--- config.mk ---
export PLATFORM = sky130hd
export DESIGN_NAME = owa_engine
export DESIGN_NICKNAME = d
export VERILOG_FILES = /design/src/shared/owa_pkg.sv /design/src/shared/owa_stream_if.sv /design/src/logic/owa_engine.sv /design/src/logic/owa_fifo.sv /design/src/logic/owa_timer.sv
export SDC_FILE = /design/constraint.sdc
export NUM_CORES = 1
export LEC_CHECK = 0
export ABC_CLOCK_PERIOD_IN_PS = 3500
export CAP_MARGIN = 20
export CORE_ASPECT_RATIO = 1.25
export CORE_MARGIN = 5
export CORE_UTILIZATION = 64
export CTS_CLUSTER_DIAMETER = 60
export DETAILED_ROUTE_END_ITERATION = 12
export DONT_BUFFER_PORTS = 1
export PLACE_DENSITY = 0.8
export SLEW_MARGIN = 10
export SYNTH_ARGS = -nofsm -noshare
export SYNTH_HDL_FRONTEND = slang
export SYNTH_HIERARCHICAL = 1
export SYNTH_SLANG_ARGS = --single-unit
--- constraint.sdc ---
create_clock -name core_clk_i -period 3.5 [get_ports core_clk_i]
set_clock_uncertainty 0.1 [all_clocks]
set_input_delay 0.7 -clock core_clk_i [delete_from_list [all_inputs] [get_ports core_clk_i]]
set_output_delay 0.7 -clock core_clk_i [all_outputs]
set_load 0.1 [all_outputs]
--- src/shared/owa_pkg.sv ---
// shared constants, types and the block checksum helper of the single-wire protocol engine
// assumes one 125 MHz core clock; bit-level token timing is decoded outside this block
package owa_pkg;

	localparam logic [7:0]  FLAG_CMD      = 8'h66;
	localparam logic [7:0]  FLAG_TX       = 8'h99;
	localparam logic [7:0]  FLAG_SLEEP    = 8'hCC;
	localparam logic [7:0]  STAT_WAKE     = 8'h11;
	localparam logic [7:0]  STAT_EXEC_ERR = 8'h0F;
	localparam logic [7:0]  STAT_COMM_ERR = 8'hFF;
	localparam logic [7:0]  STAT_BLK_LEN  = 8'h04;
	localparam logic [5:0]  BLK_MIN       = 6'h04;
	localparam logic [5:0]  BLK_MAX       = 6'h27;
	localparam logic [15:0] CRC_POLY      = 16'h8005;
	localparam logic [15:0] CRC_INIT      = 16'h0000;

	localparam int unsigned CLK_MHZ           = 125;
	localparam int unsigned PARSE_DELAY_US    = 100;
	// longest time: exact product, 12500 cycles
	localparam int unsigned PARSE_DELAY_CYC   = PARSE_DELAY_US * CLK_MHZ;
	// interval values are not fixed by the protocol; plain defaults
	localparam int unsigned IO_TIMEOUT_CYC_DEF = 2500;
	localparam int unsigned WDOG_CYC_DEF       = 1000000;
	localparam int unsigned WAKE_CYC_DEF       = 1000;
	localparam int unsigned FIFO_DEPTH_DEF     = 32;

	typedef enum logic [2:0] {
		ST_SLEEP, ST_WAKE_DLY, ST_IDLE, ST_RX_BLK, ST_PARSE, ST_EXEC, ST_TX
	} owa_state_e;

	typedef enum logic [2:0] {
		RESP_NONE, RESP_WAKE, RESP_OK, RESP_EXEC, RESP_COMM
	} owa_resp_e;

	// data enters lsb first, so the register is fed bit 0 first
	function automatic logic [15:0] crc16_byte(input logic [15:0] c, input logic [7:0] d);
		logic [15:0] r;
		logic        fb;
		r = c;
		for (int i = 0; i < 8; i++) begin
			fb = d[i] ^ r[15];
			r  = {r[14:0], 1'b0} ^ (fb ? CRC_POLY : 16'h0000);
		end
		return r;
	endfunction

endpackage

--- src/shared/owa_stream_if.sv ---
// valid/ready byte stream between the engine and its transmit buffer
// assumes both ends on the core clock
interface owa_stream_if #(parameter int unsigned W = 8);
	logic         valid;
	logic         ready;
	logic [W-1:0] data;
	modport src (output valid, output data, input ready);
	modport snk (input valid, input data, output ready);
endinterface
--- src/logic/owa_engine.sv ---
// command/response engine of the single-wire authentication device
// assumes a bit front end on core_clk_i that reports token starts and legal bits;
// an illegal token shows only as a start; the raw line level arrives unsynchronised for wake detection
module owa_engine
	import owa_pkg::*;
#(
	parameter int unsigned IO_TIMEOUT_CYC = IO_TIMEOUT_CYC_DEF,
	parameter int unsigned WDOG_CYC       = WDOG_CYC_DEF,
	parameter int unsigned WAKE_CYC       = WAKE_CYC_DEF,
	parameter int unsigned PARSE_CYC      = PARSE_DELAY_CYC,
	parameter int unsigned FIFO_DEPTH     = FIFO_DEPTH_DEF
) (
	input  wire logic       core_clk_i,
	input  wire logic       nrst_i,
	input  wire logic       line_i,
	input  wire logic       tok_start_i,
	input  wire logic       bit_valid_i,
	input  wire logic       bit_val_i,
	input  wire logic       exec_reject_i,
	input  wire logic       exec_done_i,
	input  wire logic [7:0] exec_result_i,
	input  wire logic       tx_ready_i,
	output logic            tx_valid_o,
	output logic [7:0]      tx_byte_o,
	output logic            cmd_valid_o,
	output logic [7:0]      cmd_byte_o,
	output logic            cmd_go_o,
	output logic            busy_o,
	output logic            asleep_o
);
	owa_state_e  state_ff;
	owa_resp_e   resp_ff;
	logic        line_meta_ff;
	logic        line_sync_ff;
	logic [7:0]  shreg_ff;
	logic [2:0]  bitcnt_ff;
	logic        first_tok_ff;
	logic        tok_open_ff;
	logic [5:0]  idx_ff;
	logic [5:0]  len_ff;
	logic [15:0] crc_ff;
	logic [7:0]  crc_lo_ff;
	logic        comm_err_ff;
	logic [7:0]  result_ff;
	logic [1:0]  tx_idx_ff;
	logic        listen;
	logic        byte_done;
	logic [7:0]  rx_byte;
	logic        blk_end;
	logic        crc_ok;
	logic        flag_sleep;
	logic        io_run;
	logic        io_exp;
	logic        wdog_exp;
	logic        wake_exp;
	logic        parse_exp;
	logic        go_sleep;
	logic        awake;
	logic [7:0]  stat_byte;
	logic [15:0] tx_crc;
	logic        push;

	owa_stream_if #(.W(8)) txq ();

	// the first stage feeds only the second
	always_ff @(posedge core_clk_i) begin
		if (!nrst_i) begin
			line_meta_ff <= 1'b1;
			line_sync_ff <= 1'b1;
		end else begin
			line_meta_ff <= line_i;
			line_sync_ff <= line_meta_ff;
		end
	end

	assign awake     = (state_ff != ST_SLEEP);
	assign listen    = (state_ff == ST_IDLE) || (state_ff == ST_RX_BLK);
	assign byte_done = listen && bit_valid_i && (bitcnt_ff == 3'h7);
	assign rx_byte   = {bit_val_i, shreg_ff[7:1]};
	assign flag_sleep = (state_ff == ST_IDLE) && byte_done && (rx_byte == FLAG_SLEEP);
	assign go_sleep  = awake && (wdog_exp || io_exp || flag_sleep);

	// armed before the first token, inside any token and across a command block;
	// quiet while parsing, executing or answering
	assign io_run = listen && (!first_tok_ff || tok_open_ff ||
		bitcnt_ff != 3'h0 || state_ff == ST_RX_BLK);

	owa_timer #(.LIMIT(IO_TIMEOUT_CYC)) u_io_tmr (
		.core_clk_i (core_clk_i),
		.nrst_i     (nrst_i),
		.run_i      (io_run),
		.clr_i      (bit_valid_i),
		.expired_o  (io_exp)
	);

	owa_timer #(.LIMIT(WDOG_CYC)) u_wdog_tmr (
		.core_clk_i (core_clk_i),
		.nrst_i     (nrst_i),
		.run_i      (awake),
		.clr_i      (1'b0),
		.expired_o  (wdog_exp)
	);

	owa_timer #(.LIMIT(WAKE_CYC)) u_wake_tmr (
		.core_clk_i (core_clk_i),
		.nrst_i     (nrst_i),
		.run_i      (state_ff == ST_WAKE_DLY),
		.clr_i      (1'b0),
		.expired_o  (wake_exp)
	);

	// one short: leaving parse adds the last cycle, so parse never outlasts PARSE_CYC
	owa_timer #(.LIMIT(PARSE_CYC - 1)) u_parse_tmr (
		.core_clk_i (core_clk_i),
		.nrst_i     (nrst_i),
		.run_i      (state_ff == ST_PARSE),
		.clr_i      (1'b0),
		.expired_o  (parse_exp)
	);

	// bit assembly; a partial byte is dropped when the engine stops listening
	always_ff @(posedge core_clk_i) begin
		if (!nrst_i || !listen) begin
			shreg_ff  <= 8'h00;
			bitcnt_ff <= 3'h0;
		end else if (bit_valid_i) begin
			shreg_ff  <= rx_byte;
			bitcnt_ff <= bitcnt_ff + 3'h1;
		end
	end

	always_ff @(posedge core_clk_i) begin
		if (!nrst_i || state_ff == ST_WAKE_DLY)
			first_tok_ff <= 1'b0;
		else if (listen && (bit_valid_i || tok_start_i))
			first_tok_ff <= 1'b1;
	end

	// an illegal token starts but never yields a bit, so the timeout runs out;
	// a token starting on the edge of the previous bit keeps the flag set
	always_ff @(posedge core_clk_i) begin
		if (!nrst_i || !listen)
			tok_open_ff <= 1'b0;
		else if (tok_start_i)
			tok_open_ff <= 1'b1;
		else if (bit_valid_i)
			tok_open_ff <= 1'b0;
	end

	// command block framing and check
	assign blk_end = (state_ff == ST_RX_BLK) && byte_done && (idx_ff == len_ff - 6'h1);
	assign crc_ok  = !comm_err_ff && ({rx_byte, crc_lo_ff} == crc_ff);

	always_ff @(posedge core_clk_i) begin
		if (!nrst_i || state_ff != ST_RX_BLK) begin
			idx_ff      <= 6'h00;
			len_ff      <= BLK_MIN;
			crc_ff      <= CRC_INIT;
			crc_lo_ff   <= 8'h00;
			comm_err_ff <= 1'b0;
		end else if (byte_done) begin
			idx_ff <= idx_ff + 6'h1;
			if (idx_ff == 6'h00) begin
				// out-of-range counts are clamped so the frame still ends
				if (rx_byte < 8'(BLK_MIN)) begin
					len_ff      <= BLK_MIN;
					comm_err_ff <= 1'b1;
				end else if (rx_byte > 8'(BLK_MAX)) begin
					len_ff      <= BLK_MAX;
					comm_err_ff <= 1'b1;
				end else begin
					len_ff <= rx_byte[5:0];
				end
				crc_ff <= crc16_byte(CRC_INIT, rx_byte);
			end else if (idx_ff < len_ff - 6'h2) begin
				crc_ff <= crc16_byte(crc_ff, rx_byte);
			end else if (idx_ff == len_ff - 6'h2) begin
				crc_lo_ff <= rx_byte;
			end
		end
	end

	// packet bytes stream to the executor as they arrive; it acts only on go
	always_ff @(posedge core_clk_i) begin
		if (!nrst_i || go_sleep) begin
			cmd_valid_o <= 1'b0;
			cmd_byte_o  <= 8'h00;
			cmd_go_o    <= 1'b0;
		end else begin
			cmd_valid_o <= (state_ff == ST_RX_BLK) && byte_done &&
				idx_ff != 6'h00 && idx_ff < len_ff - 6'h2;
			cmd_byte_o  <= rx_byte;
			cmd_go_o    <= blk_end && crc_ok;
		end
	end

	always_ff @(posedge core_clk_i) begin
		if (!nrst_i || go_sleep) begin
			state_ff <= ST_SLEEP;
		end else begin
			unique case (state_ff)
				ST_SLEEP:    if (!line_sync_ff) state_ff <= ST_WAKE_DLY;
				ST_WAKE_DLY: if (wake_exp) state_ff <= ST_IDLE;
				ST_IDLE: begin
					if (byte_done && rx_byte == FLAG_CMD)
						state_ff <= ST_RX_BLK;
					else if (byte_done && rx_byte == FLAG_TX && resp_ff != RESP_NONE)
						state_ff <= ST_TX;
				end
				ST_RX_BLK:   if (blk_end) state_ff <= ST_PARSE;
				ST_PARSE: begin
					if (parse_exp)
						state_ff <= (resp_ff == RESP_NONE) ? ST_EXEC : ST_IDLE;
				end
				ST_EXEC:     if (exec_done_i || exec_reject_i) state_ff <= ST_IDLE;
				ST_TX:       if (push && tx_idx_ff == 2'h3) state_ff <= ST_IDLE;
			endcase
		end
	end

	// what the next transmit flag reports; kept for repeated reads
	always_ff @(posedge core_clk_i) begin
		if (!nrst_i || go_sleep) begin
			resp_ff   <= RESP_NONE;
			result_ff <= 8'h00;
		end else if (state_ff == ST_SLEEP && !line_sync_ff) begin
			resp_ff <= RESP_WAKE;
		end else if (blk_end) begin
			resp_ff <= crc_ok ? RESP_NONE : RESP_COMM;
		end else if ((state_ff == ST_PARSE || state_ff == ST_EXEC) &&
				exec_reject_i && resp_ff == RESP_NONE) begin
			resp_ff <= RESP_EXEC;
		end else if (state_ff == ST_EXEC && exec_done_i) begin
			resp_ff   <= RESP_OK;
			result_ff <= exec_result_i;
		end
	end

	always_comb begin
		unique case (resp_ff)
			RESP_WAKE: stat_byte = STAT_WAKE;
			RESP_EXEC: stat_byte = STAT_EXEC_ERR;
			RESP_COMM: stat_byte = STAT_COMM_ERR;
			RESP_OK:   stat_byte = result_ff;
			default:   stat_byte = 8'h00;
		endcase
	end

	assign tx_crc = crc16_byte(crc16_byte(CRC_INIT, STAT_BLK_LEN), stat_byte);
	assign push   = (state_ff == ST_TX) && txq.ready;

	// whole block: count, status, crc low, crc high
	always_comb begin
		unique case (tx_idx_ff)
			2'h0: txq.data = STAT_BLK_LEN;
			2'h1: txq.data = stat_byte;
			2'h2: txq.data = tx_crc[7:0];
			2'h3: txq.data = tx_crc[15:8];
		endcase
	end
	assign txq.valid = (state_ff == ST_TX);

	always_ff @(posedge core_clk_i) begin
		if (!nrst_i || state_ff != ST_TX)
			tx_idx_ff <= 2'h0;
		else if (push)
			tx_idx_ff <= tx_idx_ff + 2'h1;
	end

	owa_fifo #(.W(8), .DEPTH(FIFO_DEPTH)) u_txq (
		.core_clk_i (core_clk_i),
		.nrst_i     (nrst_i),
		.flush_i    (go_sleep),
		.wr         (txq),
		.rd_valid_o (tx_valid_o),
		.rd_data_o  (tx_byte_o),
		.rd_ready_i (tx_ready_i)
	);

	always_ff @(posedge core_clk_i) begin
		if (!nrst_i) begin
			busy_o   <= 1'b0;
			asleep_o <= 1'b1;
		end else begin
			busy_o   <= !go_sleep && (state_ff == ST_PARSE || state_ff == ST_EXEC ||
				(state_ff == ST_RX_BLK && blk_end));
			asleep_o <= go_sleep || (state_ff == ST_SLEEP && line_sync_ff);
		end
	end
endmodule // owa_engine

--- src/logic/owa_fifo.sv ---
// byte FIFO with registered read data and a flush
// assumes the reader holds ready low to stall; the write side sees ready drop when full
module owa_fifo #(
	parameter int unsigned W     = 8,
	parameter int unsigned DEPTH = 32
) (
	input  wire logic          core_clk_i,
	input  wire logic          nrst_i,
	input  wire logic          flush_i,
	owa_stream_if.snk          wr,
	output logic               rd_valid_o,
	output logic [W-1:0]       rd_data_o,
	input  wire logic          rd_ready_i
);
	localparam int unsigned AW = $clog2(DEPTH);

	logic [W-1:0] mem [DEPTH];
	logic [AW:0]  wptr_ff;
	logic [AW:0]  rptr_ff;
	logic         empty;
	logic         full;
	logic         pop;

	assign empty    = (wptr_ff == rptr_ff);
	assign full     = (wptr_ff[AW-1:0] == rptr_ff[AW-1:0]) && (wptr_ff[AW] != rptr_ff[AW]);
	assign wr.ready = !full;
	assign pop      = !empty && (!rd_valid_o || rd_ready_i);

	always_ff @(posedge core_clk_i) begin
		if (wr.valid && !full)
			mem[wptr_ff[AW-1:0]] <= wr.data;
	end

	always_ff @(posedge core_clk_i) begin
		if (!nrst_i || flush_i)
			wptr_ff <= '0;
		else if (wr.valid && !full)
			wptr_ff <= wptr_ff + (AW + 1)'(1);
	end

	always_ff @(posedge core_clk_i) begin
		if (!nrst_i || flush_i)
			rptr_ff <= '0;
		else if (pop)
			rptr_ff <= rptr_ff + (AW + 1)'(1);
	end

	always_ff @(posedge core_clk_i) begin
		if (!nrst_i || flush_i) begin
			rd_valid_o <= 1'b0;
			rd_data_o  <= '0;
		end else if (pop) begin
			rd_valid_o <= 1'b1;
			rd_data_o  <= mem[rptr_ff[AW-1:0]];
		end else if (rd_ready_i) begin
			rd_valid_o <= 1'b0;
		end
	end
endmodule // owa_fifo

--- src/logic/owa_timer.sv ---
// interval counter: raises a one-cycle expiry pulse after LIMIT cycles of run
// assumes run and clr come from logic on the same clock
module owa_timer #(
	parameter int unsigned LIMIT = 16
) (
	input  wire logic core_clk_i,
	input  wire logic nrst_i,
	input  wire logic run_i,
	input  wire logic clr_i,
	output logic      expired_o
);
	localparam int unsigned CW = $clog2(LIMIT + 1);

	logic [CW-1:0] cnt_ff;

	always_ff @(posedge core_clk_i) begin
		if (!nrst_i || clr_i || !run_i)
			cnt_ff <= '0;
		else if (cnt_ff != CW'(LIMIT))
			cnt_ff <= cnt_ff + CW'(1);
	end

	// fires once; the count parks at LIMIT until cleared
	always_ff @(posedge core_clk_i) begin
		if (!nrst_i)
			expired_o <= 1'b0;
		else
			expired_o <= run_i && !clr_i && (cnt_ff == CW'(LIMIT - 1));
	end
endmodule // owa_timer

Yosys cells after proc, flatten, opt, wreduce, memory -nomap -nowiden
Memory sizes are Yosys's and may differ from the RTL's. A register that Yosys moved wholly into a read port is not among the register bits.
Index checks and enable logic that the tools add are counted.
{"block": "word_totals", "reg_bits": 153, "ram_bits": 256, "inputBits": 17, "output_inout_bits": 21, "wordCells": 279, "memories": 1}
{"memory": "u_txq.mem", "words": 32, "word_bits": 8, "read_ports": 1, "rd_clocked_by_memory_dff": 1, "wr": 1, "line_no": "owa_fifo.sv:17", "rtl": "logic [W-1:0] mem [DEPTH];"}
{"block": "classes", "add_sub_neg": 11, "n_lt_le_gt_ge": 3, "n_eq_ne": 40, "n_mux": 53, "n_bitwise": 50, "reduce_logical": 89}
{"op": "16-bit two-way mux", "n": 26}
{"op": "16-bit bitwise XOR", "n": 22}
{"op": "8-bit case mux with 4 select lines", "n": 2}
{"op": "3-bit two-way mux", "n": 13}
{"op": "1-bit logical AND", "n": 32}
{"op": "1-bit logical OR", "n": 22}
{"op": "1-bit bitwise XOR", "n": 22}
{"op": "3-bit case mux with 7 select lines", "n": 1}
{"op": "20-bit by 1-bit adder with 20-bit output (second input constant)", "n": 1}
{"op": "20-bit == test (second input constant)", "n": 1}
{"op": "20-bit inequality test (second input constant)", "n": 1}
{"op": "6-bit by 1-bit adder with 6-bit output (second input constant)", "n": 3}
{"op": "6-bit == test", "n": 3}
{"op": "16-bit == test", "n": 1}
{"op": "8-bit == test (second input constant)", "n": 2}
{"op": "3-bit == test (second input constant)", "n": 5}
{"op": "14-bit by 1-bit adder with 14-bit output (second input constant)", "n": 1}
{"op": "14-bit == test (second input constant)", "n": 1}
{"op": "1-bit logical NOT", "n": 14}
{"op": "14-bit inequality test (second input constant)", "n": 1}
{"op": "12-bit by 1-bit adder with 12-bit output (second input constant)", "n": 1}
{"op": "12-bit == test (second input constant)", "n": 1}
{"op": "3-bit by 2-bit == test with 1-bit output (second input constant)", "n": 4}
{"op": "6-bit two-way mux", "n": 2}
{"op": "other kinds (36)", "n": 64}

Depth between registers and ports, before layout
Gate-level depths: netlist (run 1).
{"block": "depth", "ltp_word": 26, "mapped_depth": 12, "depth_no_buf": 10}

Hierarchy
Netlist (run 1), hierarchy kept.
{"mod": "owa_fifo", "instances": 1, "cells_each": 599, "area_each_um2": 11071.9, "seq_area_each_um2": 8107.8}
{"mod": "owa_engine", "instances": 1, "cells_each": 575, "area_each_um2": 4842.1, "seq_area_each_um2": 1581.5}
{"mod": "owa_timer (u_wdog_tmr)", "instances": 1, "cells_each": 116, "area_each_um2": 1011.0, "seq_area_each_um2": 420.4}
{"mod": "owa_timer (u_parse_tmr)", "instances": 1, "cells_each": 84, "area_each_um2": 752.0, "seq_area_each_um2": 300.3}
{"mod": "owa_timer (u_io_tmr)", "instances": 1, "cells_each": 73, "area_each_um2": 653.1, "seq_area_each_um2": 260.2}
{"mod": "owa_timer (u_wake_tmr)", "instances": 1, "cells_each": 59, "area_each_um2": 534.3, "seq_area_each_um2": 220.2}

Least setup slack after synthesis (run 1)
OpenSTA, ideal clock, no wires.
{"block": "synth_timing", "path_type": "register to register", "start": "register resp_ff[1]", "end": "memory u_txq.mem[0][2], data pin", "setup_time_ns": 0.454, "arrival_ns": 2.520, "required_ns": 2.946, "slack_ns": 0.426, "stages_incl_launch_ff": 7, "path_buffers": 1, "period_less_slack_ns": 3.074, "cell_sequence": "dfxtp_1 buf_2 and2b_1 nand2_1 a21oi_1 xnor2_1 o21ai_0"}
{"block": "synth_between", "elab_chain_len": 25, "word_cells_on_any_way": 28, "cone_classes": "eq/ne (4); mux (10); bitwise (14)"}
{"element": "from (decl)", "line_no": "owa_engine.sv:32", "rtl": "owa_resp_e resp_ff;"}
{"element": "from (signal assigned)", "line_no": "owa_engine.sv:229", "rtl": "resp_ff <= crc_ok ? RESP_NONE : RESP_COMM;"}
{"element": "3-bit by 2-bit == test with 1-bit output (tied with other cells)", "line_no": "owa_engine.sv:240", "rtl": "unique case (resp_ff)"}
{"element": "8-bit case mux with 4 select lines *", "line_no": "owa_engine.sv:240"}
{"element": "16-bit two-way mux", "line_no": "owa_pkg.sv:42", "rtl": "r = {r[14:0], 1'b0} ^ (fb ? CRC_POLY : 16'h0000);"}
{"element": "1-bit bitwise XOR", "line_no": "owa_pkg.sv:41", "rtl": "fb = d[i] ^ r[15];"}
{"element": "16-bit two-way mux", "line_no": "owa_pkg.sv:42"}
{"element": "16-bit bitwise XOR", "line_no": "owa_pkg.sv:42"}
{"element": "1-bit bitwise XOR", "line_no": "owa_pkg.sv:41"}
{"element": "16-bit two-way mux", "line_no": "owa_pkg.sv:42"}
{"element": "[10 not listed]"}
{"element": "1-bit bitwise XOR", "line_no": "owa_pkg.sv:41"}
{"element": "16-bit two-way mux", "line_no": "owa_pkg.sv:42"}
{"element": "16-bit bitwise XOR", "line_no": "owa_pkg.sv:42"}
{"element": "1-bit bitwise XOR", "line_no": "owa_pkg.sv:41"}
{"element": "16-bit two-way mux", "line_no": "owa_pkg.sv:42"}
{"element": "16-bit bitwise XOR", "line_no": "owa_pkg.sv:42"}
{"element": "8-bit case mux with 4 select lines *", "line_no": "owa_engine.sv:254", "rtl": "unique case (tx_idx_ff)"}
{"element": "named net txq.data[2]", "line_no": "owa_stream_if.sv:6", "rtl": "logic [W-1:0] data;"}
{"element": "to (decl)", "line_no": "owa_fifo.sv:17"}
Mark *: on every way through the listed nets, which the timed path passes. The rest lies on a longest branch.

Final worst setup path (run 1)
{"block": "layout_timing", "start": "register resp_ff[0]", "end": "memory u_txq.mem[8][0], data pin"}
The elaborated chain is that of the path after synthesis.

==> results of run 1 <==
==> per-layer routing <==
layer / wire length [µm] / vias to the layer above / global-route usage, %
li1: - / 5605 / -
met1: 16100 / 5982 / 32.2
met2: 21400 / 465 / 44.2
met3: 2860 / 112 / 5.18
met4: 1910 / 0 / 11.2
met5: 0 / - / 0
==> cell type report <==
cell class / instances / area (µm²) / share of cell area (%)
clock inverter: 27 / 387 / 1.86
multi-input combinational: 969 / 7440 / 35.8
sequential: 416 / 10900 / 52.4
inverter: 45 / 169 / 0.813
tap: 396 / 495 / 2.38
timing repair buffer: 39 / 325 / 1.57
clock buffer: 47 / 1070 / 5.14
==> kinds of logic after synthesis <==
kind of cell | after synthesis | share of synthesized area, %
AND/OR/NAND/NOR | 449 | 12.5
AO/OA/AOI/OAI | 227 | 8.18
multiplexers | 138 | 10.3
flip-flops | 416 | 57.7
buffers and inverters | 126 | 3.13
other | 1 | 0.0199
XOR/XNOR | 101 | 5.00
adder cells (fa/ha/maj) | 48 | 3.18
==> through the flow <==
| stage | hold WS, ns | utilization [%] |
|---|---|---|
| 6_report | 0.138 | 71.3 |
| 5_1_grt | 0.128 | 71.3 |
| 4_1_cts | 0.115 | 71.3 |
| 3_5_place_dp | 0.316 | 66.3 |
| 3_3_place_gp | 0.315 | 66.2 |
| 2_1_floorplan | 0.286 | - |
==> report_power, final <==
part / internal (mW) / total, mW / switching, mW
Combinational: 0.164 / 0.435 / 0.271
Sequential: 5.18 / 5.34 / 0.167
Clock: 2.87 / 4.72 / 1.85
==> state kept, by name, summed over array words and instances, names as in the netlist, 7 cells and up <==
| name | flops |
|---|---|
| cmd_byte_o | 8 |
| crc_ff | 16 |
| crc_lo_ff | 8 |
| result_ff | 8 |
| shreg_ff | 7 |
| u_io_tmr/cnt_ff | 12 |
| u_parse_tmr/cnt_ff | 14 |
| u_txq/mem | 256 |
| u_txq/rd_data_o | 8 |
| u_wake_tmr/cnt_ff | 10 |
| u_wdog_tmr/cnt_ff | 20 |
==> cell usage after synthesis, types with 13 or more instances <==
| library cell | instances |
|---|---|
| clkbuf_1 | 41 |
| a221oi_1 | 16 |
| nand4_1 | 20 |
| edfxtp_1 | 256 |
| or3_1 | 14 |
| nor3_1 | 21 |
| nor2_1 | 126 |
| nand3_1 | 28 |
| ha_1 | 48 |
| dfxtp_1 | 160 |
| xnor2_1 | 44 |
| a22oi_1 | 13 |
| xor2_1 | 51 |
| o21ai_0 | 33 |
| a21oi_1 | 60 |
| nand2b_1 | 20 |
| mux4_2 | 36 |
| nand2_1 | 106 |
| inv_1 | 43 |
| or4_1 | 14 |
| a211oi_1 | 16 |
| buf_2 | 19 |
| mux2i_1 | 87 |
| and2_1 | 14 |
| nand3b_1 | 13 |
==> how the worst min path moves through the flow <==
stage / depth (start not counted) / end / slack, ns / start
final: 1 / line_meta_ff / 0.14 / nrst_i
after detailed placement: 1 / line_sync_ff / 0.32 / line_meta_ff
after global routing: 1 / line_sync_ff / 0.13 / nrst_i
after CTS: 1 / line_meta_ff / 0.12 / nrst_i
after floorplan: 1 / line_sync_ff / 0.29 / line_meta_ff
after global placement: 1 / line_sync_ff / 0.31 / line_meta_ff
==> critical path, cell delays in order (launching register included) <==
cell	delay (ns)
dfxtp_1	0.60
nor2b_1	0.14
a21oi_1	0.23
nor2_1	0.10
xor2_1	0.17
mux2i_1	0.29
xor2_1	0.18
o22ai_2	0.59
buf_4	0.33
==> summary.md, run 1 <==
| Metric | Value |
|---|---|
| Status | completed |
| Final hold viol count | 0 |
| Crit end category | register |
| Total of max-cap violations | 0 |
| Data required time at the worst endpoint | 3.77 ns |
| Worst-path maximum fanout | 20 |
| Clk_lat worst skew | 0.55 ns |
| Fin crit share | 83.4% |
| Sequential area share after synthesis | 57.7% |
| Post-CTS Setup Inserts | 0 |
| Synth cell types | 87 |
| PortBufs | 0 |
| Post_cts resized | 0 |
| Final instance area | 20,800 µm² |
| Design Power | 10.5 mW |
| ANT nets after route | 0 |
| Num CTS Buffers | 40 |
| Worst vdd ir | 0.000408 V |
| Gr usage total | 25.9% |
| Share of layout cells above drive strength 1 | 12.2% |
| Post-layout nets | 1,576 |
| Hold buffer count at cts | 0 |
| Tightest Pin Transition | 1.08 ns |
| Syn Inst Count | 1,506 |
| Asr flop ratio synth | 0% |
| Hpwl dp | 28.2 mm |
| Pwr/cell area | 505 nW/µm² |
| Total congestion overflow | 0 |
| Relative slew slack | 27.7% |
| Core Area | 29,200 µm² |
| Worst min-delay path class | in -> reg |
| Avg Cell Area, Syn | 12.5 µm² |
| CTS root buf | clkbuf_16 |
| Largest net degree at the start of global routing | 72 |
| Via-to-Cell Ratio | 6.27 |
| # diodes | 0 |
| R2R Path Start | resp_ff[0] |
| Leakage | 6.46 nW |
| Non-Filler Instances | 1,939 |
| IO Count | 38 |
| Critical Path Start | resp_ff[0] |
| Fmax | 343 MHz |
| Worst slack, placed | 0.649 ns |
| Clk sinks | 416 |
| DP Area | 19,300 µm² |
| Unrepaired setup endpoints after global routing | false |
| Area Overhead vs Synth | 10.2% |
| Setup TNS | 0 ns |
| Mapped Area | 18,900 µm² |
| Level count of the clock H-tree | 2 |
| Worst Setup Start Kind | register |
| Critical Path AT | 3.19 ns |
| FILL cells | 1,916 |
| Slew Viols, Final | 0 |
| EDFF count, synth | 256 |
| Initial DRC Count | 1,003 |
| GP Congestion | 0.951 |
| Worst setup margin | 0.581 ns |
| First-pass GRT wire length | 66.9 mm |
| Worst R2R End | u_txq/mem[8][0] |
| Post-route DRC | 0 |
| Reg clk slew, reported paths | 0.06 ns |
| Most frequently used flop master after synthesis | edfxtp_1 |
| WL/cell | 21.8 µm |
| CP Class | reg -> reg |
| Vias in the first global route | 12,000 |
| Setup Viol. Count Final | 0 |
| Top post-synthesis cells by area | edfxtp_1 41%, dfxtp_1 17%, mux2i_1 4.6%, mux4_2 4.3%, ha_1 3.2% |
| Worst R2R Setup Slack | 0.58 ns |
| Die width | 164 µm |
| Drt total wl | 42.2 mm |
| Synth top area share | 40.8% |
| Final min period | 2.92 ns |
| Reg2reg path depth | 8 |
| Routed vias | 12,200 |
| CTS tree | built |
| Starting density of the core | 64.7% |
| Synth area leader | edfxtp_1 |
| Die ar. | 33,000 µm² |
| Placed cells | 1,865 |
| Row count | 70 |
| Commonest non-fill, non-tap cell in the layout | edfxtp_1 |
| First-pass DRT Iterations | 5 |
| Register bit total from synthesis | 416 |
| Synth warnings | 6 |
| Worst Setup EP | u_txq/mem[8][0] |
| CTS max path bufs | 3 |
| Initial antenna violation count | 1 |
| Most frequent cells in the layout | 256 x edfxtp_1, 158 x dfxtp_1, 123 x nor2_1 |
| Die height | 202 µm |
Note: power is estimated with default switching activity, not from simulation.
==> run 2: changes to the inputs <==
--- a/config.mk
+++ b/config.mk
@@ -5,7 +5,7 @@
 export SDC_FILE = /design/constraint.sdc
 export NUM_CORES = 1
 export LEC_CHECK = 0
-export ABC_CLOCK_PERIOD_IN_PS = 3500
+export ABC_CLOCK_PERIOD_IN_PS = 2900
 export CAP_MARGIN = 20
 export CORE_ASPECT_RATIO = 1.25
 export CORE_MARGIN = 5
==> constraint.sdc (replaced) <==
create_clock -name core_clk_i -period 2.9 [get_ports core_clk_i]
set_clock_uncertainty 0.1 [all_clocks]
set_input_delay 0.58 -clock core_clk_i [delete_from_list [all_inputs] [get_ports core_clk_i]]
set_output_delay 0.58 -clock core_clk_i [all_outputs]
set_load 0.1 [all_outputs]
==> run 2 against run 1 <==
- routed wire length about the same
- global-route usage is 0.22 points lower
- cell area rose by 0.93%
- fmax up 5.9%
- hold slack got worse by 0.091 ns
- setup slack worse by 0.44 ns
- critical endpoint is now u_txq/mem[13][5]
- largest power group unchanged
==> summary.md, run 2 (synthesized netlist as in run 1, its figures left out) <==
| Metric | Value |
|---|---|
| Gr usage total | 25.7% (was 25.9%) |
| Worst R2R End | u_txq/mem[13][5] (was u_txq/mem[8][0]) |
| Fmax | 363 MHz (was 343 MHz) |
| Row count | 70 (unchanged) |
| R2R Path Start | u_txq/rptr_ff[0] (was resp_ff[0]) |
| First-pass GRT wire length | 66.7 mm (was 66.9 mm) |
| Final instance area | 21,000 µm² (was 20,800 µm²) |
| Worst R2R Setup Slack | 0.14 ns (was 0.58 ns) |
| Pwr/cell area | 589 nW/µm² (was 505 nW/µm²) |
| CP Class | reg -> reg (unchanged) |
| Unrepaired setup endpoints after global routing | false (unchanged) |
| Worst Hold Slack | 0.0472 ns (was 0.138 ns) |
| Endpoint, Worst Hold | line_meta_ff (unchanged) |
| Clk_lat worst skew | 0.54 ns (was 0.55 ns) |
| CTS tree | built (unchanged) |
| Worst-path maximum fanout | 29 (was 20) |
| Area Overhead vs Synth | 11.2% (was 10.2%) |
| Worst vdd ir | 0.000623 V (was 0.000408 V) |
| CTS root buf | clkbuf_16 (unchanged) |
| Core Area | 29,200 µm² (unchanged) |
| Most frequent cells in the layout | 256 x edfxtp_1, 158 x dfxtp_1, 123 x nor2_1 (unchanged) |
| Final hold viol count | 0 (unchanged) |
| Die width | 164 µm (unchanged) |
| CTS max path bufs | 3 (unchanged) |
| Num CTS Buffers | 41 (was 40) |
| Clk sinks | 416 (unchanged) |
| Vias in the first global route | 12,200 (was 12,000) |
| Routed vias | 12,200 (about the same) |
| Largest net degree at the start of global routing | 38 (was 72) |
| Critical Path AT | 2.81 ns (was 3.19 ns) |
| # diodes | 0 (unchanged) |
| WL/cell | 21.3 µm (was 21.8 µm) |
| Drt total wl | 42.2 mm (about the same) |
| Hpwl dp | 27.8 mm (was 28.2 mm) |
| Max FFs per register | 256 (unchanged) |
| Starting density of the core | 64.7% (unchanged) |
| DP Area | 19,600 µm² (was 19,300 µm²) |
| Slew Viols, Final | 0 (unchanged) |
| Reg2reg path depth | 6 (was 8) |
| Initial DRC Count | 1,063 (was 1,003) |
| Data required time at the worst endpoint | 2.95 ns (was 3.77 ns) |
| Hold path depth | 1 (unchanged) |
| Commonest non-fill, non-tap cell in the layout | edfxtp_1 (unchanged) |
| PortBufs | 0 (unchanged) |
| Worst min-delay path class | in -> reg (unchanged) |
| Share of layout cells above drive strength 1 | 14.0% (was 12.2%) |
| Initial antenna violation count | 0 (was 1) |
| Fin crit share | 95.1% (was 83.4%) |
| GP Congestion | 0.919 (was 0.951) |
| Post-layout nets | 1,614 (was 1,576) |
| Total of max-cap violations | 0 (unchanged) |
| ANT nets after route | 0 (unchanged) |
| Storage cell area | 10,900 µm² (unchanged) |
| Post-CTS Setup Inserts | 0 (unchanged) |
| Via-to-Cell Ratio | 6.17 (was 6.27) |
| Setup TNS | 0 ns (unchanged) |
| Post-route DRC | 0 (unchanged) |
| Relative slew slack | 31.9% (was 27.7%) |
| First-pass DRT Iterations | 6 (was 5) |
| Die ar. | 33,000 µm² (unchanged) |
| IO Count | 38 (unchanged) |
| FILL cells | 1,888 (was 1,916) |
| Worst Setup Start Kind | register (unchanged) |
| Status | completed (unchanged) |
| Start point of the worst hold path | line_i (was nrst_i) |
| Die height | 202 µm (unchanged) |
| Tightest Pin Transition | 1.02 ns (was 1.08 ns) |
| Leakage | 6.60 nW (was 6.46 nW) |
| Reg clk slew, reported paths | 0.06 ns (about the same) |
| Total congestion overflow | 0 (unchanged) |
| Final min period | 2.76 ns (was 2.92 ns) |
| Setup Viol. Count Final | 0 (unchanged) |
| Level count of the clock H-tree | 2 (unchanged) |
| Crit end category | register (unchanged) |
| Total area of multi-input combinational cells | 7440 µm² (unchanged) |
-- run 2: worst max-delay path by stage --
stage,start,to,slack [ns],cells after the start
final,u_txq/rptr_ff[0],u_txq/mem[13][5],0.14,6
after CTS,u_txq/rptr_ff[0],u_txq/mem[13][3],0.14,6
after detailed placement,u_txq/rptr_ff[0],u_txq/mem[8][6],0.17,6
after global routing,resp_ff[2],u_txq/mem[13][3],0.03,7
after floorplan,resp_ff[1],u_txq/mem[0][0],0.08,8
after global placement,u_txq/rptr_ff[0],u_txq/mem[12][4],0.24,6
-- run 2: routing by layer --
layer / vias to the layer above / GRT usage [%] / share of wire, %
li1: 5674 / - / -
met1: 5928 / 31.5 / 38
met2: 465 / 45.4 / 51
met3: 139 / 3.88 / 6.2
met4: 0 / 10.5 / 4.5
met5: - / 0 / 0
-- run 2: power by group --
group / total [mW] / switching (mW) / internal [mW]
registers: 6.47 / 0.220 / 6.25
logic: 0.539 / 0.308 / 0.232
clock network: 5.34 / 2.16 / 3.18
total: 12.3 / 2.69 / 9.66
-- run 2: repair_timing --
item,CTS,global route
hold buffers,1,0
endpoints found under the hold margin,2,0
resized for setup,0,0
-- run 2: worst max-delay path, cell delays in order, from the launching register on --
cell and delay, ns:
dfxtp_4 0.71, xnor2_1 0.12, nand3_1 0.13, o31a_1 0.24
nand2_1 0.16, buf_4 0.18, nor2_1 0.73
-- run 2: final cells by class --
cell class,count,share of cell area [%]
multi-input cells,969,35.5
repair buffers,76,2.85
flip-flops and latches,416,52.0
inverters,45,0.805
well taps,396,2.36
clock buffers,53,5.51
clock inverters,23,1.06
-- run 2: stage by stage --
stage	total power [mW]	worst slack [ns]	utilization [%]	instances
floorplan	7.01	0.0793	-	1511
global placement	7.12	0.237	67.2	1901
detailed placement	7.13	0.171	67.2	1901
CTS	12.4	0.143	71.9	1978
global route	12.8	0.0296	71.9	1978
finish	12.3	0.143	71.9	1978
==> run 3: changes to the inputs <==
--- a/config.mk
+++ b/config.mk
@@ -7,9 +7,11 @@
 export LEC_CHECK = 0
 export ABC_CLOCK_PERIOD_IN_PS = 2900
 export CAP_MARGIN = 20
+export CELL_PAD_IN_SITES_DETAIL_PLACEMENT = 0
+export CELL_PAD_IN_SITES_GLOBAL_PLACEMENT = 1
 export CORE_ASPECT_RATIO = 1.25
 export CORE_MARGIN = 5
-export CORE_UTILIZATION = 64
+export CORE_UTILIZATION = 53
 export CTS_CLUSTER_DIAMETER = 60
 export DETAILED_ROUTE_END_ITERATION = 12
 export DONT_BUFFER_PORTS = 1
@@ -19,3 +21,4 @@
 export SYNTH_HDL_FRONTEND = slang
 export SYNTH_HIERARCHICAL = 1
 export SYNTH_SLANG_ARGS = --single-unit
+export TNS_END_PERCENT = 50
==> run 3 against run 2 <==
- first-iteration DRC count is 22% lower
- die area rose by 20%
- sequential cell count unchanged
- setup slack better by 0.16 ns
- global-route usage shrank 4.3 points
- critical path depth fell by 1
- fmax up 6.2%
- combinational power up 10%
- register-to-register slack improved by 0.16 ns
- critical endpoint is now u_txq/rd_data_o[5]
- largest power group unchanged
==> summary.md, run 3 (synthesized netlist as in run 1, its figures left out) <==
| Metric | Value |
|---|---|
| Max FFs per register | 256 (unchanged) |
| Final hold viol count | 0 (unchanged) |
| Clk sinks | 416 (unchanged) |
| Hpwl dp | 28.7 mm (was 27.8 mm) |
| Crit end category | register (unchanged) |
| Clock network fraction of total power | 42.8% (was 43.2%) |
| Status | completed (unchanged) |
| CTS tree | built (unchanged) |
| Critical Path AT | 2.94 ns (was 2.81 ns) |
| Most frequent cells in the layout | 256 x edfxtp_1, 158 x dfxtp_1, 123 x nor2_1 (unchanged) |
| Data required time at the worst endpoint | 3.24 ns (was 2.95 ns) |
| Seq pwr share | 52.3% (was 52.4%) |
| Unrepaired setup endpoints after global routing | false (unchanged) |
| Total congestion overflow | 0 (unchanged) |
| Vias in the first global route | 12,100 (was 12,200) |
| Reg clk slew, reported paths | 0.06 ns (about the same) |
| Area Overhead vs Synth | 11.6% (was 11.2%) |
| Gr usage total | 21.4% (was 25.7%) |
| Tightest Pin Transition | 1.10 ns (was 1.02 ns) |
| Starting density of the core | 53.5% (was 64.7%) |
| Level count of the clock H-tree | 2 (unchanged) |
| Core Area | 35,300 µm² (was 29,200 µm²) |
| Logic pwr share | 4.9% (was 4.4%) |
| Pwr/cell area | 582 nW/µm² (was 589 nW/µm²) |
| Worst min-delay path class | in -> reg (unchanged) |
| Post-CTS Setup Inserts | 0 (unchanged) |
| PortBufs | 0 (unchanged) |
| CP most frequent cell | a211oi_1 |
| IO Count | 38 (unchanged) |
| FILL cells | 2,890 (was 1,888) |
| Largest net degree at the start of global routing | 38 (unchanged) |
| Switch share | 22.3% (was 21.8%) |
| Relative slew slack | 26.4% (was 31.9%) |
| ANT nets after route | 0 (unchanged) |
| WL/cell | 20.6 µm (was 21.3 µm) |
| Setup TNS | 0 ns (unchanged) |
| DP Area | 19,700 µm² (was 19,600 µm²) |
| Hold buffer count at cts | 1 (unchanged) |
| Die ar. | 39,500 µm² (was 33,000 µm²) |
| Worst-path maximum fanout | 33 (was 29) |
| Commonest non-fill, non-tap cell in the layout | edfxtp_1 (unchanged) |
| Final instance area | 21,100 µm² (was 21,000 µm²) |
| Fin crit share | 89.5% (was 95.1%) |
| CP max-delay cell | a211oi_1 (was nor2_1) |
| Post-layout nets | 1,615 (was 1,614) |
| Slew Viols, Final | 0 (unchanged) |
| First-pass DRT Iterations | 7 (was 6) |
| Row count | 77 (was 70) |
| Die height | 221 µm (was 202 µm) |
| Num CTS Buffers | 42 (was 41) |
| Initial antenna violation count | 2 (was 0) |
| Initial DRC Count | 827 (was 1,063) |
| Setup Viol. Count Final | 0 (unchanged) |
| Worst vdd ir | 0.000669 V (was 0.000623 V) |
| Post_cts resized | 0 (unchanged) |
| CTS root buf | clkbuf_16 (unchanged) |
| Worst Setup Start Kind | register (unchanged) |
| Fmax | 385 MHz (was 363 MHz) |
| Via-to-Cell Ratio | 5.78 (was 6.17) |
| GP Congestion | 0.838 (was 0.919) |
| Final min period | 2.60 ns (was 2.76 ns) |
| Total of max-cap violations | 0 (unchanged) |
| Leakage | 6.59 nW (was 6.60 nW) |
| Pint | 9.52 mW (was 9.66 mW) |
| Critical Path Max Stage Delay | 0.66 ns (was 0.73 ns) |
| CP Class | reg -> reg (unchanged) |
| Post-route DRC | 0 (unchanged) |
| Routed vias | 11,900 (was 12,200) |
| Die width | 179 µm (was 164 µm) |
| Drt total wl | 42.3 mm (was 42.2 mm) |
| Clk_lat worst skew | 0.55 ns (was 0.54 ns) |
| CTS max path bufs | 3 (unchanged) |
| CP Cell Sequence | buf_12, mux4_2, a211oi_1, a211oi_1, o21a_1 (was xnor2_1, nand3_1, o31a_1, nand2_1, buf_4, nor2_1) |
| NetSw | 2.73 mW (was 2.69 mW) |
| Share of layout cells above drive strength 1 | 13.7% (was 14.0%) |
| First-pass GRT wire length | 66.4 mm (was 66.7 mm) |
-- run 3: cell count changes in the layout (fill, tap and decap cells not counted), moves of 2 or more --
cell	change
clkbuf_1	+2
clkinv_1	+2
clkinv_2	-2
bufinv_16	-2
clkinvlp_2	-2
diode_2	+2
buf_4	-2
buf_12	+2
-- run 3: per-layer routing --
layer  track usage (%)  share of wire (%)  vias to the layer above
met2              36.8                 51                      334
met3              4.01                5.4                      101
met1              26.2                 39                     5769
met5                 0              0.047                        -
li1                  -                  -                     5686
met4              9.04                4.2                        2
-- run 3: final timing paths --
check | from | end | slack, ns | cells after the start
worst min register to register | line_meta_ff | line_sync_ff | 0.30 | 1
worst min-delay path | nrst_i | line_meta_ff | 0.07 | 1
worst max-delay path | u_txq/rptr_ff[0] | u_txq/rd_data_o[5] | 0.30 | 5
worst max register to register | u_txq/rptr_ff[0] | u_txq/rd_data_o[5] | 0.30 | 5
-- run 3: power groups by stage --
stage               sequential, mW  clock [mW]  combinational (mW)
CTS                           6.42        5.35               0.598
global placement              6.54           0               0.591
floorplan                     6.56           0               0.450
global route                  6.42        5.63               0.657
detailed placement            6.54           0               0.592
finish                        6.42        5.25               0.595
-- run 3: final cells by class --
class / count / area (µm²) / area share, %
clock inverters: 19 / 149 / 0.707
diodes: 2 / 5.00 / 0.0238
repair buffers: 76 / 623 / 2.96
multi-input cells: 969 / 7440 / 35.3
inverters: 45 / 169 / 0.802
flip-flops and latches: 416 / 10900 / 51.8
clock buffers: 56 / 1180 / 5.60
well taps: 474 / 593 / 2.82
-- run 3: through the flow --
stage               total power [mW]  std cells  setup WS [ns]  hold slack, ns  utilization, %
finish                          12.3       2057          0.303          0.0661            59.7
floorplan                       7.01       1511         0.0793           0.286               -
CTS                             12.4       2055          0.320          0.0368            59.7
global placement                7.13       1979          0.333           0.293            55.9
global route                    12.7       2055         0.0999          0.0486            59.7
detailed placement              7.14       1979          0.335           0.293            55.9
-- run 3: worst max-delay path, delay by kind of cell, from the launching register on --
| family | cells | cell delay (ns) |
|---|---|---|
| DFF | 1 | 0.49 |
| muxes | 1 | 0.54 |
| buffers and inverters | 1 | 0.30 |
| AOI/OAI and AO/OA | 3 | 1.04 |
